[config.mk]
export PLATFORM = sky130hd
export DESIGN_NAME = ipd_top
export DESIGN_NICKNAME = d
export VERILOG_FILES = /design/src/ipd_pkg.sv /design/src/ipd_top.sv /design/src/ipd_unit.sv
export SDC_FILE = /design/constraint.sdc
export NUM_CORES = 2
export LEC_CHECK = 0
export ABC_AREA = 1
export BUFFER_PORTS_ARGS = -buffer_cell sky130_fd_sc_hd__buf_2
export CAP_MARGIN = 30
export CELL_PAD_IN_SITES_DETAIL_PLACEMENT = 1
export CELL_PAD_IN_SITES_GLOBAL_PLACEMENT = 2
export CORE_UTILIZATION = 37
export DETAILED_ROUTE_END_ITERATION = 6
export PLACE_DENSITY_LB_ADDON = 0.1
export SLEW_MARGIN = 20
export SYNTH_ARGS = -nofsm -noshare
export SYNTH_HDL_FRONTEND = slang
export SYNTH_SLANG_ARGS = --single-unit
[constraint.sdc]
create_clock -name aclk -period 8.1 [get_ports aclk]
set_clock_uncertainty 0.2 [all_clocks]
set_input_delay 2.43 -clock aclk [delete_from_list [all_inputs] [get_ports aclk]]
set_output_delay 2.43 -clock aclk [all_outputs]
set_load 0.1 [all_outputs]
[src/ipd_pkg.sv]
// Purpose: constants and carrier types of the interpolator datapath
// Assumes: 32-bit AXI4-Lite access, one aligned word per register
// Notes: register index is byte offset bits 6:2, unit select is bit 7
package ipd_pkg;

  // ****************************************
  // address map
  // ****************************************
  localparam int unsigned ADDR_W = 8;
  localparam int unsigned UNIT_SEL_BIT = 7;
  localparam logic [6:0] OFS_ACCUM0 = 7'h00;
  localparam logic [6:0] OFS_ACCUM1 = 7'h04;
  localparam logic [6:0] OFS_ADDEND0 = 7'h08;
  localparam logic [6:0] OFS_ADDEND1 = 7'h0C;
  localparam logic [6:0] OFS_ADDEND2 = 7'h10;
  localparam logic [6:0] OFS_POP_LANE0 = 7'h14;
  localparam logic [6:0] OFS_POP_LANE1 = 7'h18;
  localparam logic [6:0] OFS_POP_FULL = 7'h1C;
  localparam logic [6:0] OFS_PEEK_LANE0 = 7'h20;
  localparam logic [6:0] OFS_PEEK_LANE1 = 7'h24;
  localparam logic [6:0] OFS_PEEK_FULL = 7'h28;
  localparam logic [6:0] OFS_CTRL0 = 7'h2C;
  localparam logic [6:0] OFS_CTRL1 = 7'h30;
  localparam logic [6:0] OFS_ADD_ACC0 = 7'h34;
  localparam logic [6:0] OFS_ADD_ACC1 = 7'h38;
  localparam logic [6:0] OFS_ADDEND01 = 7'h3C;
  localparam logic [6:0] OFS_RAW0 = 7'h40;
  localparam logic [6:0] OFS_RAW1 = 7'h44;

  // ****************************************
  // lane control fields
  // ****************************************
  localparam int unsigned CTL_SHIFT_LSB = 0;
  localparam int unsigned CTL_MLSB_LSB = 5;
  localparam int unsigned CTL_MMSB_LSB = 10;
  localparam int unsigned CTL_SIGNED = 15;
  localparam int unsigned CTL_CROSS_IN = 16;
  localparam int unsigned CTL_CROSS_RES = 17;
  localparam int unsigned CTL_ADD_RAW = 18;
  localparam int unsigned CTL_FORCE_LSB = 19;
  localparam int unsigned CTL_USED_W = 21;
  localparam int unsigned FORCE_POS = 28;
  localparam logic [31:0] CTRL_RST = 32'h0000_7C00;
  localparam logic [31:0] DATA_RST = 32'h0000_0000;
  localparam logic [1:0] RESP_OKAY = 2'h0;
  localparam logic [1:0] RESP_SLVERR = 2'h2;

  // ****************************************
  // carriers
  // ****************************************
  typedef struct packed {
    logic en;
    logic [6:0] ofs;
    logic [31:0] data;
    logic [3:0] strb;
  } ipd_wr_t;

  typedef struct packed {
    logic [31:0] accum0;
    logic [31:0] accum1;
    logic [31:0] addend0;
    logic [31:0] addend1;
    logic [31:0] addend2;
    logic [31:0] ctrl0;
    logic [31:0] ctrl1;
    logic [31:0] peek0;
    logic [31:0] peek1;
    logic [31:0] full;
    logic [31:0] raw0;
    logic [31:0] raw1;
  } ipd_view_t;

endpackage : ipd_pkg

[src/ipd_top.sv]
// Purpose: AXI4-Lite slave holding two interpolator units
// Assumes: single clock aclk, synchronous active-low aresetn
// Notes: one write and one read in flight; reads answer one cycle after take, writes two cycles after
//
// Operation
// - two independent units, each own registers
// - combined result ready within one cycle
// - atomic add into selected lane accumulator
// - three writable readable addend registers
// - each lane accumulator writable and readable
// - raw read excludes first addend value
// - popping read reloads both accumulators, except one written in the same cycle
// - peek returns lane or full result
// - lane right-shifts accumulator before masking
// - mask keeps configured bit range only
// - signed option sign-extends masked value
// - force bits ORed into bus bits 29:28
//
// Register access over AXI4-Lite and the placing of the registers were left to the implementer.
`timescale 1ns/1ps
module ipd_top (
  input wire logic aclk,
  input wire logic aresetn,
  input wire logic [ipd_pkg::ADDR_W-1:0] s_axi_awaddr,
  input wire logic [2:0] s_axi_awprot,
  input wire logic s_axi_awvalid,
  output logic s_axi_awready,
  input wire logic [31:0] s_axi_wdata,
  input wire logic [3:0] s_axi_wstrb,
  input wire logic s_axi_wvalid,
  output logic s_axi_wready,
  output logic [1:0] s_axi_bresp,
  output logic s_axi_bvalid,
  input wire logic s_axi_bready,
  input wire logic [ipd_pkg::ADDR_W-1:0] s_axi_araddr,
  input wire logic [2:0] s_axi_arprot,
  input wire logic s_axi_arvalid,
  output logic s_axi_arready,
  output logic [31:0] s_axi_rdata,
  output logic [1:0] s_axi_rresp,
  output logic s_axi_rvalid,
  input wire logic s_axi_rready
);

  // ****************************************
  // decode helpers
  // ****************************************
  function automatic logic is_writable(input logic [6:0] ofs);
    unique case (ofs)
      ipd_pkg::OFS_ACCUM0, ipd_pkg::OFS_ACCUM1, ipd_pkg::OFS_ADDEND0,
      ipd_pkg::OFS_ADDEND1, ipd_pkg::OFS_ADDEND2, ipd_pkg::OFS_CTRL0,
      ipd_pkg::OFS_CTRL1, ipd_pkg::OFS_ADD_ACC0, ipd_pkg::OFS_ADD_ACC1,
      ipd_pkg::OFS_ADDEND01: return 1'b1;
      default: return 1'b0;
    endcase
  endfunction : is_writable

  function automatic logic is_pop(input logic [6:0] ofs);
    return ofs == ipd_pkg::OFS_POP_LANE0 || ofs == ipd_pkg::OFS_POP_LANE1 ||
           ofs == ipd_pkg::OFS_POP_FULL;
  endfunction : is_pop

  function automatic logic [32:0] read_word(input ipd_pkg::ipd_view_t v,
                                            input logic [6:0] ofs);
    unique case (ofs)
      ipd_pkg::OFS_ACCUM0: return {1'b1, v.accum0};
      ipd_pkg::OFS_ACCUM1: return {1'b1, v.accum1};
      ipd_pkg::OFS_ADDEND0: return {1'b1, v.addend0};
      ipd_pkg::OFS_ADDEND1: return {1'b1, v.addend1};
      ipd_pkg::OFS_ADDEND2: return {1'b1, v.addend2};
      ipd_pkg::OFS_CTRL0: return {1'b1, v.ctrl0};
      ipd_pkg::OFS_CTRL1: return {1'b1, v.ctrl1};
      ipd_pkg::OFS_POP_LANE0, ipd_pkg::OFS_PEEK_LANE0: return {1'b1, v.peek0};
      ipd_pkg::OFS_POP_LANE1, ipd_pkg::OFS_PEEK_LANE1: return {1'b1, v.peek1};
      ipd_pkg::OFS_POP_FULL, ipd_pkg::OFS_PEEK_FULL,
      ipd_pkg::OFS_ADD_ACC0, ipd_pkg::OFS_ADD_ACC1: return {1'b1, v.full};
      ipd_pkg::OFS_RAW0: return {1'b1, v.raw0};
      ipd_pkg::OFS_RAW1: return {1'b1, v.raw1};
      default: return {1'b0, 32'h0000_0000};
    endcase
  endfunction : read_word

  // ****************************************
  // write channel
  // ****************************************
  logic aw_held_ff;
  logic w_held_ff;
  logic [ipd_pkg::ADDR_W-1:0] awaddr_ff;
  logic [31:0] wdata_ff;
  logic [3:0] wstrb_ff;
  logic awready_ff;
  logic wready_ff;
  logic bvalid_ff;
  logic [1:0] bresp_ff;
  logic do_write;
  logic [6:0] wofs;

  assign do_write = aw_held_ff && w_held_ff && !bvalid_ff;
  assign wofs = awaddr_ff[6:0];

  // address and data taken in either order
  always_ff @(posedge aclk) begin
    if (!aresetn) begin
      aw_held_ff <= 1'b0;
      awaddr_ff <= '0;
      awready_ff <= 1'b0;
    end else if (s_axi_awvalid && awready_ff) begin
      aw_held_ff <= 1'b1;
      awaddr_ff <= s_axi_awaddr;
      awready_ff <= 1'b0;
    end else if (do_write) begin
      aw_held_ff <= 1'b0;
    end else begin
      awready_ff <= !aw_held_ff && !bvalid_ff;
    end
  end

  always_ff @(posedge aclk) begin
    if (!aresetn) begin
      w_held_ff <= 1'b0;
      wdata_ff <= 32'h0000_0000;
      wstrb_ff <= 4'h0;
      wready_ff <= 1'b0;
    end else if (s_axi_wvalid && wready_ff) begin
      w_held_ff <= 1'b1;
      wdata_ff <= s_axi_wdata;
      wstrb_ff <= s_axi_wstrb;
      wready_ff <= 1'b0;
    end else if (do_write) begin
      w_held_ff <= 1'b0;
    end else begin
      wready_ff <= !w_held_ff && !bvalid_ff;
    end
  end

  // unmapped or read-only offsets answer slverr, nothing stored
  always_ff @(posedge aclk) begin
    if (!aresetn) begin
      bvalid_ff <= 1'b0;
      bresp_ff <= ipd_pkg::RESP_OKAY;
    end else if (do_write) begin
      bvalid_ff <= 1'b1;
      bresp_ff <= is_writable(wofs) ? ipd_pkg::RESP_OKAY
                                    : ipd_pkg::RESP_SLVERR;
    end else if (s_axi_bready && bvalid_ff) begin
      bvalid_ff <= 1'b0;
    end
  end

  // ****************************************
  // read channel
  // ****************************************
  logic arready_ff;
  logic rvalid_ff;
  logic [31:0] rdata_ff;
  logic [1:0] rresp_ff;
  logic rd_take;
  logic [6:0] rofs;
  logic rsel;
  logic [32:0] rword;
  ipd_pkg::ipd_view_t view [2];

  assign rd_take = s_axi_arvalid && arready_ff;
  assign rofs = s_axi_araddr[6:0];
  assign rsel = s_axi_araddr[ipd_pkg::UNIT_SEL_BIT];
  assign rword = read_word(view[rsel], rofs);

  always_ff @(posedge aclk) begin
    if (!aresetn) begin
      arready_ff <= 1'b0;
      rvalid_ff <= 1'b0;
      rdata_ff <= 32'h0000_0000;
      rresp_ff <= ipd_pkg::RESP_OKAY;
    end else if (rd_take) begin
      arready_ff <= 1'b0;
      rvalid_ff <= 1'b1;
      rdata_ff <= rword[31:0];
      rresp_ff <= rword[32] ? ipd_pkg::RESP_OKAY : ipd_pkg::RESP_SLVERR;
    end else if (s_axi_rready && rvalid_ff) begin
      rvalid_ff <= 1'b0;
    end else begin
      arready_ff <= !rvalid_ff;
    end
  end

  // ****************************************
  // units
  // ****************************************
  for (genvar u = 0; u < 2; u++) begin : g_unit
    ipd_pkg::ipd_wr_t wr;
    logic pop;
    assign wr.en = do_write && awaddr_ff[ipd_pkg::UNIT_SEL_BIT] == u[0];
    assign wr.ofs = wofs;
    assign wr.data = wdata_ff;
    assign wr.strb = wstrb_ff;
    assign pop = rd_take && rsel == u[0] && is_pop(rofs);
    ipd_unit u_unit (
      .aclk(aclk),
      .aresetn(aresetn),
      .wr(wr),
      .pop(pop),
      .view(view[u])
    );
  end

  assign s_axi_awready = awready_ff;
  assign s_axi_wready = wready_ff;
  assign s_axi_bvalid = bvalid_ff;
  assign s_axi_bresp = bresp_ff;
  assign s_axi_arready = arready_ff;
  assign s_axi_rvalid = rvalid_ff;
  assign s_axi_rdata = rdata_ff;
  assign s_axi_rresp = rresp_ff;

endmodule : ipd_top

[src/ipd_unit.sv]
// Purpose: one interpolator unit, two lanes and three addend registers
// Assumes: writes and pops arrive as single-cycle pulses from the slave
// Notes: all results are combinational, valid in the same cycle
`timescale 1ns/1ps
module ipd_unit (
  input wire logic aclk,
  input wire logic aresetn,
  input wire ipd_pkg::ipd_wr_t wr,
  input wire logic pop,
  output ipd_pkg::ipd_view_t view
);

  logic [31:0] accum_ff [2];
  logic [31:0] addend_ff [3];
  logic [31:0] ctrl_ff [2];
  logic [31:0] sm [2];
  logic [31:0] res [2];
  logic [31:0] bus_res [2];

  function automatic logic [31:0] merge(input logic [31:0] old_v,
                                        input logic [31:0] new_v,
                                        input logic [3:0] strb);
    logic [31:0] r;
    r = old_v;
    for (int b = 0; b < 4; b++) begin
      if (strb[b]) begin
        r[b*8 +: 8] = new_v[b*8 +: 8];
      end
    end
    return r;
  endfunction : merge

  // ****************************************
  // lane shift, mask, sign
  // ****************************************
  for (genvar i = 0; i < 2; i++) begin : g_lane
    logic [4:0] shamt;
    logic [4:0] mlsb;
    logic [4:0] mmsb;
    logic [31:0] src;
    logic [31:0] shifted;
    assign shamt = ctrl_ff[i][ipd_pkg::CTL_SHIFT_LSB +: 5];
    assign mlsb = ctrl_ff[i][ipd_pkg::CTL_MLSB_LSB +: 5];
    assign mmsb = ctrl_ff[i][ipd_pkg::CTL_MMSB_LSB +: 5];
    assign src = ctrl_ff[i][ipd_pkg::CTL_CROSS_IN] ? accum_ff[1-i]
                                                    : accum_ff[i];
    assign shifted = src >> shamt;
    always_comb begin
      sm[i] = 32'h0000_0000;
      for (int k = 0; k < 32; k++) begin
        if (k >= int'(mlsb) && k <= int'(mmsb)) begin
          sm[i][k] = shifted[k];
        end else if (k > int'(mmsb) && ctrl_ff[i][ipd_pkg::CTL_SIGNED]) begin
          sm[i][k] = shifted[mmsb];
        end
      end
    end
    assign bus_res[i] = res[i] |
      {2'b00, ctrl_ff[i][ipd_pkg::CTL_FORCE_LSB +: 2], 28'h000_0000};
  end

  // add_raw bypasses shift and mask for lane 0 only
  assign res[0] = addend_ff[0] + (ctrl_ff[0][ipd_pkg::CTL_ADD_RAW]
                                  ? accum_ff[0] : sm[0]);
  assign res[1] = addend_ff[1] + sm[1];

  // ****************************************
  // accumulators
  // ****************************************
  for (genvar i = 0; i < 2; i++) begin : g_acc
    logic [6:0] ofs_set;
    logic [6:0] ofs_add;
    assign ofs_set = (i == 0) ? ipd_pkg::OFS_ACCUM0 : ipd_pkg::OFS_ACCUM1;
    assign ofs_add = (i == 0) ? ipd_pkg::OFS_ADD_ACC0 : ipd_pkg::OFS_ADD_ACC1;
    always_ff @(posedge aclk) begin
      if (!aresetn) begin
        accum_ff[i] <= ipd_pkg::DATA_RST;
      end else if (wr.en && wr.ofs == ofs_set) begin
        accum_ff[i] <= merge(accum_ff[i], wr.data, wr.strb);
      end else if (wr.en && wr.ofs == ofs_add) begin
        accum_ff[i] <= accum_ff[i] + wr.data;
      end else if (pop) begin
        accum_ff[i] <= ctrl_ff[i][ipd_pkg::CTL_CROSS_RES] ? res[1-i] : res[i];
      end
    end
  end

  // ****************************************
  // addends and lane control
  // ****************************************
  // three addend registers
  always_ff @(posedge aclk) begin
    if (!aresetn) begin
      addend_ff[0] <= ipd_pkg::DATA_RST;
      addend_ff[1] <= ipd_pkg::DATA_RST;
      addend_ff[2] <= ipd_pkg::DATA_RST;
    end else if (wr.en) begin
      unique case (wr.ofs)
        ipd_pkg::OFS_ADDEND0: addend_ff[0] <= merge(addend_ff[0], wr.data,
                                                    wr.strb);
        ipd_pkg::OFS_ADDEND1: addend_ff[1] <= merge(addend_ff[1], wr.data,
                                                    wr.strb);
        ipd_pkg::OFS_ADDEND2: addend_ff[2] <= merge(addend_ff[2], wr.data,
                                                    wr.strb);
        ipd_pkg::OFS_ADDEND01: begin
          // halves sign-extend per lane signed option
          addend_ff[0] <= {{16{wr.data[15] & ctrl_ff[0][ipd_pkg::CTL_SIGNED]}},
                           wr.data[15:0]};
          addend_ff[1] <= {{16{wr.data[31] & ctrl_ff[1][ipd_pkg::CTL_SIGNED]}},
                           wr.data[31:16]};
        end
        default: ;
      endcase
    end
  end

  always_ff @(posedge aclk) begin
    if (!aresetn) begin
      ctrl_ff[0] <= ipd_pkg::CTRL_RST;
      ctrl_ff[1] <= ipd_pkg::CTRL_RST;
    end else if (wr.en && wr.ofs == ipd_pkg::OFS_CTRL0) begin
      ctrl_ff[0] <= merge(ctrl_ff[0], wr.data, wr.strb) &
                    32'h001F_FFFF;
    end else if (wr.en && wr.ofs == ipd_pkg::OFS_CTRL1) begin
      ctrl_ff[1] <= merge(ctrl_ff[1], wr.data, wr.strb) &
                    32'h001F_FFFF;
    end
  end

  // ****************************************
  // observation
  // ****************************************
  // results ready same cycle
  assign view.accum0 = accum_ff[0];
  assign view.accum1 = accum_ff[1];
  assign view.addend0 = addend_ff[0];
  assign view.addend1 = addend_ff[1];
  assign view.addend2 = addend_ff[2];
  assign view.ctrl0 = ctrl_ff[0];
  assign view.ctrl1 = ctrl_ff[1];
  assign view.peek0 = bus_res[0];
  assign view.peek1 = bus_res[1];
  assign view.full = addend_ff[2] + sm[0] + sm[1];
  assign view.raw0 = sm[0];
  assign view.raw1 = sm[1];

endmodule : ipd_unit

==> metrics.md <==
| Metric | Value |
|---|---|
| Vias per cell | `6.419` |
| Final net count | `9,291` |
| Critical-path top delay cell | `fa_1` |
| Largest cells by area after synthesis | `edfxtp_1 (22%), nand2_1 (13%), nand3_1 (9.0%)` |
| Clock Path Buffers | `3` |
| IO Pins | `106` |
| Hold path start | `s_axi_rdata[17]` |
| GRT Overall Usage | `47.21%` |
| Sequential share of the synthesized area | `24.83%` |
| Placement Setup Slack | `-0.1040 ns` |
| Number of synthesized flops with an enable pin | `404` |
| Die Wd | `390.0 um` |
| Placed Cells | `10.78k` |
| P_sw | `0.003847 W` |
| Max-Cap Viols | `0` |
| Leak Pwr | `29.13 nW` |
| Sink Count | `489` |
| Core area | `149,600 sq um` |
| CP arrival | `8.27 ns` |
| GR Util met3 | `10.61%` |
| Routed WL | `370.9 mm` |
| FF-to-FF setup slack | `0.23 ns` |
| Gate Count Post-Synth | `8,512` |
| Most common cell after layout, fill and taps aside | `nand2_1` |
| Final setup violation count | `0` |
| Combinational share of power | `33.4%` |
| Failing checks | `DRC` |
| Hold Path Depth | `2` |
| Setup Crit Path Kind | `reg -> reg` |
| Layout cells sized above 1 | `11.40%` |
| Multi-input gate area | `37,270 sq um` |
| Layout Cells excl Fill | `10.93k` |
| Post-synthesis cell area | `55,710 sq um` |
| Most frequent CP cell | `nand2_1` |
| Largest net degree at the start of global routing | `113` |
| Ys async rst share | `0%` |
| CP max FO | `45` |
| Worst r2r src | `g_unit[1].u_unit.ctrl_ff[0][16]` |
| Met1 Track Usage GR | `57.07%` |
| Drt wl/cell | `33.94 um` |
| First-pass GRT wire length | `509.0 mm` |
| Worst vdd ir | `0.0001160 V` |
| Drc violations | `5` |
| DR iter-0 viols | `9,343` |
| Total gr overflow | `0` |
| CP Data Required Time | `8.50 ns` |
| Clock network power share | `35.7%` |
| Status | `finished with violations` |
| Fmax | `127.0 MHz` |
| Starting Density | `37.24%` |
| Area Overhead vs Synth | `15.38%` |
| Routed Antenna Nets | `0` |
| WHS | `0.2514 ns` |
| RSZ-0062 raised after global routing | `no` |
| Synth cell types | `84` |
| Initial antenna violation count | `16` |
| Max Slew Vio Count | `0` |
| Busiest layer in global routing | `met2` |
| PortBufs | `97` |
| DP HPWL | `305.3 mm` |
| CTS tree | `yes` |
| Most frequent cells in the layout | `nand2_1 (1,931), nand3_1 (1,002), a21oi_1 (772)` |
| Register area | `13,830 sq um` |
| Post-CTS Hold Buffers | `0` |
| H-tree Lvls | `3` |
| Sequential Power Share | `30.9%` |
| Syn Area/Cell | `6.545 sq um` |
| Crit-path max cell delay | `0.46 ns` |
| Clock Pin Slew Worst Setup and Hold Paths | `0.06 ns` |
| YS warnings | `0` |
| GP Congestion | `1.070` |
| Die area | `152,100 sq um` |
| FILL cells | `19.58k` |
| Placed Instance Area | `61,610 sq um` |
| CP Capture Type | `flip-flop` |
| Final TNS setup | `0 ns` |
| Pint | `0.005768 W` |
| Cell count of the worst reg-to-reg path | `41` |
| Minimum clock period | `7.873 ns` |
| Rows | `142` |
| Crit. Startpoint | `g_unit[1].u_unit.ctrl_ff[0][16]` |
| Relative slew slack | `28.75%` |
| First-pass iteration count of the detailed router | `5` |
| FF-to-FF End | `s_axi_rdata[28]` |
| Clock root buffer | `clkbuf_16` |
| Cts bufs inserted | `66` |
| Hold Path Sink | `s_axi_rdata[17]` |
| Top-area cell type share of the netlist area | `21.78%` |
| Startpoint Class | `flip-flop` |
| Post-route cell area | `64,270 sq um` |
| Via Count | `70.14k` |
| GR Util met2 | `71.62%` |
| Hold WC Path Type | `reg -> reg` |
| Yosys top cell by area | `edfxtp_1` |
| Register bit count reported by yosys | `489` |
| Sw Ratio | `40.01%` |
| Pwr Density | `149.6 nW/um^2` |
| Tcrit/Tclk final | `97.20%` |
| Number of global-route vias before repair | `67.66k` |
| Setup ws final | `0.2268 ns` |
| Endpoints failing hold | `0` |
| Ys flop type | `edfxtp_1` |
| Slew at the pin closest to its max-slew limit | `1.069 ns` |
| Die Height | `390.0 um` |
| Worst skew pair latency | `0.72 ns` |
repair_timing:
item | in CTS | in global routing
buffers inserted | 0 | 2
hold endpoints to repair | 0 | 0
pin swaps | 0 | 1
endpoints found under the setup margin | 15 | 57
resized for setup | 3 | 52
critical path: cells and delay by family, from the launching register on:
kind | cells | cell delay [ns]
AOI/OAI and AO/OA | 11 | 2.62
DFF | 1 | 0.41
buffers and inverters | 3 | 0.44
and+or+nand+nor | 25 | 3.22
adders and majority gates | 1 | 0.46
xor gates and xnor gates | 1 | 0.33
cells in the mapped netlist, types with 9 or more instances:
library cell  instances
o21ai_0             749
o221ai_1             24
a21oi_1             778
xor2_1               78
nand2_2              28
nand3_2              19
a2bb2oi_1            22
and2_1               14
edfxtp_1            404
o31ai_1              21
nand3_1            1004
a22o_1                9
o21ai_1              40
xnor2_1              71
nor3_1              114
o21a_1               49
buf_2                61
o2111ai_1            26
a211oi_1             33
or2_1                 9
dfxtp_1              85
buf_4                10
buf_1                43
fa_1                 70
nand3b_1             11
or2_2                48
nand4_1             101
clkbuf_1            308
o21bai_1             16
a31oi_1              71
a21o_1               11
o211ai_1            187
mux2i_1              13
nand2_1            1936
inv_1               770
nor2_1              704
clkinv_1             17
buf_6                13
inv_2                11
o22ai_1              37
a221oi_1             62
nor4_1               11
ha_1                308
power by group through the flow:
stage / Combinational [W] / Clock (W) / Sequential (W)
2_1_floorplan: 0.00163 / 0 / 0.00295
3_3_place_gp: 0.00298 / 0 / 0.00301
3_5_place_dp: 0.00303 / 0 / 0.00301
4_1_cts: 0.00305 / 0.00340 / 0.00296
5_1_grt: 0.00334 / 0.00347 / 0.00297
6_report: 0.00321 / 0.00343 / 0.00297
metal layers:
metal  share of wire (%)  wire [um]  vias up
li1                    -          -    30320
met1                  37     137000    34610
met2                  42     157400     4152
met3                  11      40110     1055
met4                 9.8      36340       10
met5               0.018         67        -
kinds of logic after synthesis:
kind of cell             share of synthesized area, %
AO/OA/AOI/OAI                                   23.21
buffers and inverters                           8.771
flip-flops                                      24.83
other                                        0.006732
multiplexers                                   0.2336
XOR/XNOR                                        2.401
AND/OR/NAND/NOR                                 31.11
adder cells (fa/ha/maj)                         9.433
state kept, by name, indices dropped and copies added, names as in the netlist:
signal,count
aw_held_ff,1
awaddr_ff,8
g_unit.u_unit.accum_ff,128
g_unit.u_unit.addend_ff,192
g_unit.u_unit.ctrl_ff,84
s_axi_arready,1
s_axi_awready,1
s_axi_bresp,1
s_axi_bvalid,1
s_axi_rdata,32
s_axi_rresp,1
s_axi_rvalid,1
s_axi_wready,1
w_held_ff,1
wdata_ff,32
wstrb_ff,4
final cells by class:
type	instances	share of cell area, %
multi-input cells	6787	57.98
well taps	2016	3.925
repair buffers	703	8.050
diodes	9	0.03504
clock inverters	40	0.9480
inverters	801	4.715
clock buffers	81	2.819
flip-flops and latches	489	21.52
per-stage QoR:
stage	power (W)	util (%)
after global routing	0.009785	42.95
after global placement	0.005988	41.11
after floorplan	0.004582	-
after detailed placement	0.006047	41.18
after CTS	0.009418	42.80
final	0.009614	42.96
worst max-delay path by stage:
stage | to | cells past startpoint
after floorplan | s_axi_rdata[21] | 42
after global placement | g_unit[1].u_unit.accum_ff[0][31] | 44
after detailed placement | g_unit[1].u_unit.accum_ff[0][31] | 42
after CTS | g_unit[1].u_unit.accum_ff[0][31] | 42
after global routing | s_axi_rdata[21] | 43
final | s_axi_rdata[28] | 41
No activity file was read; power rests on OpenSTA's default activity.
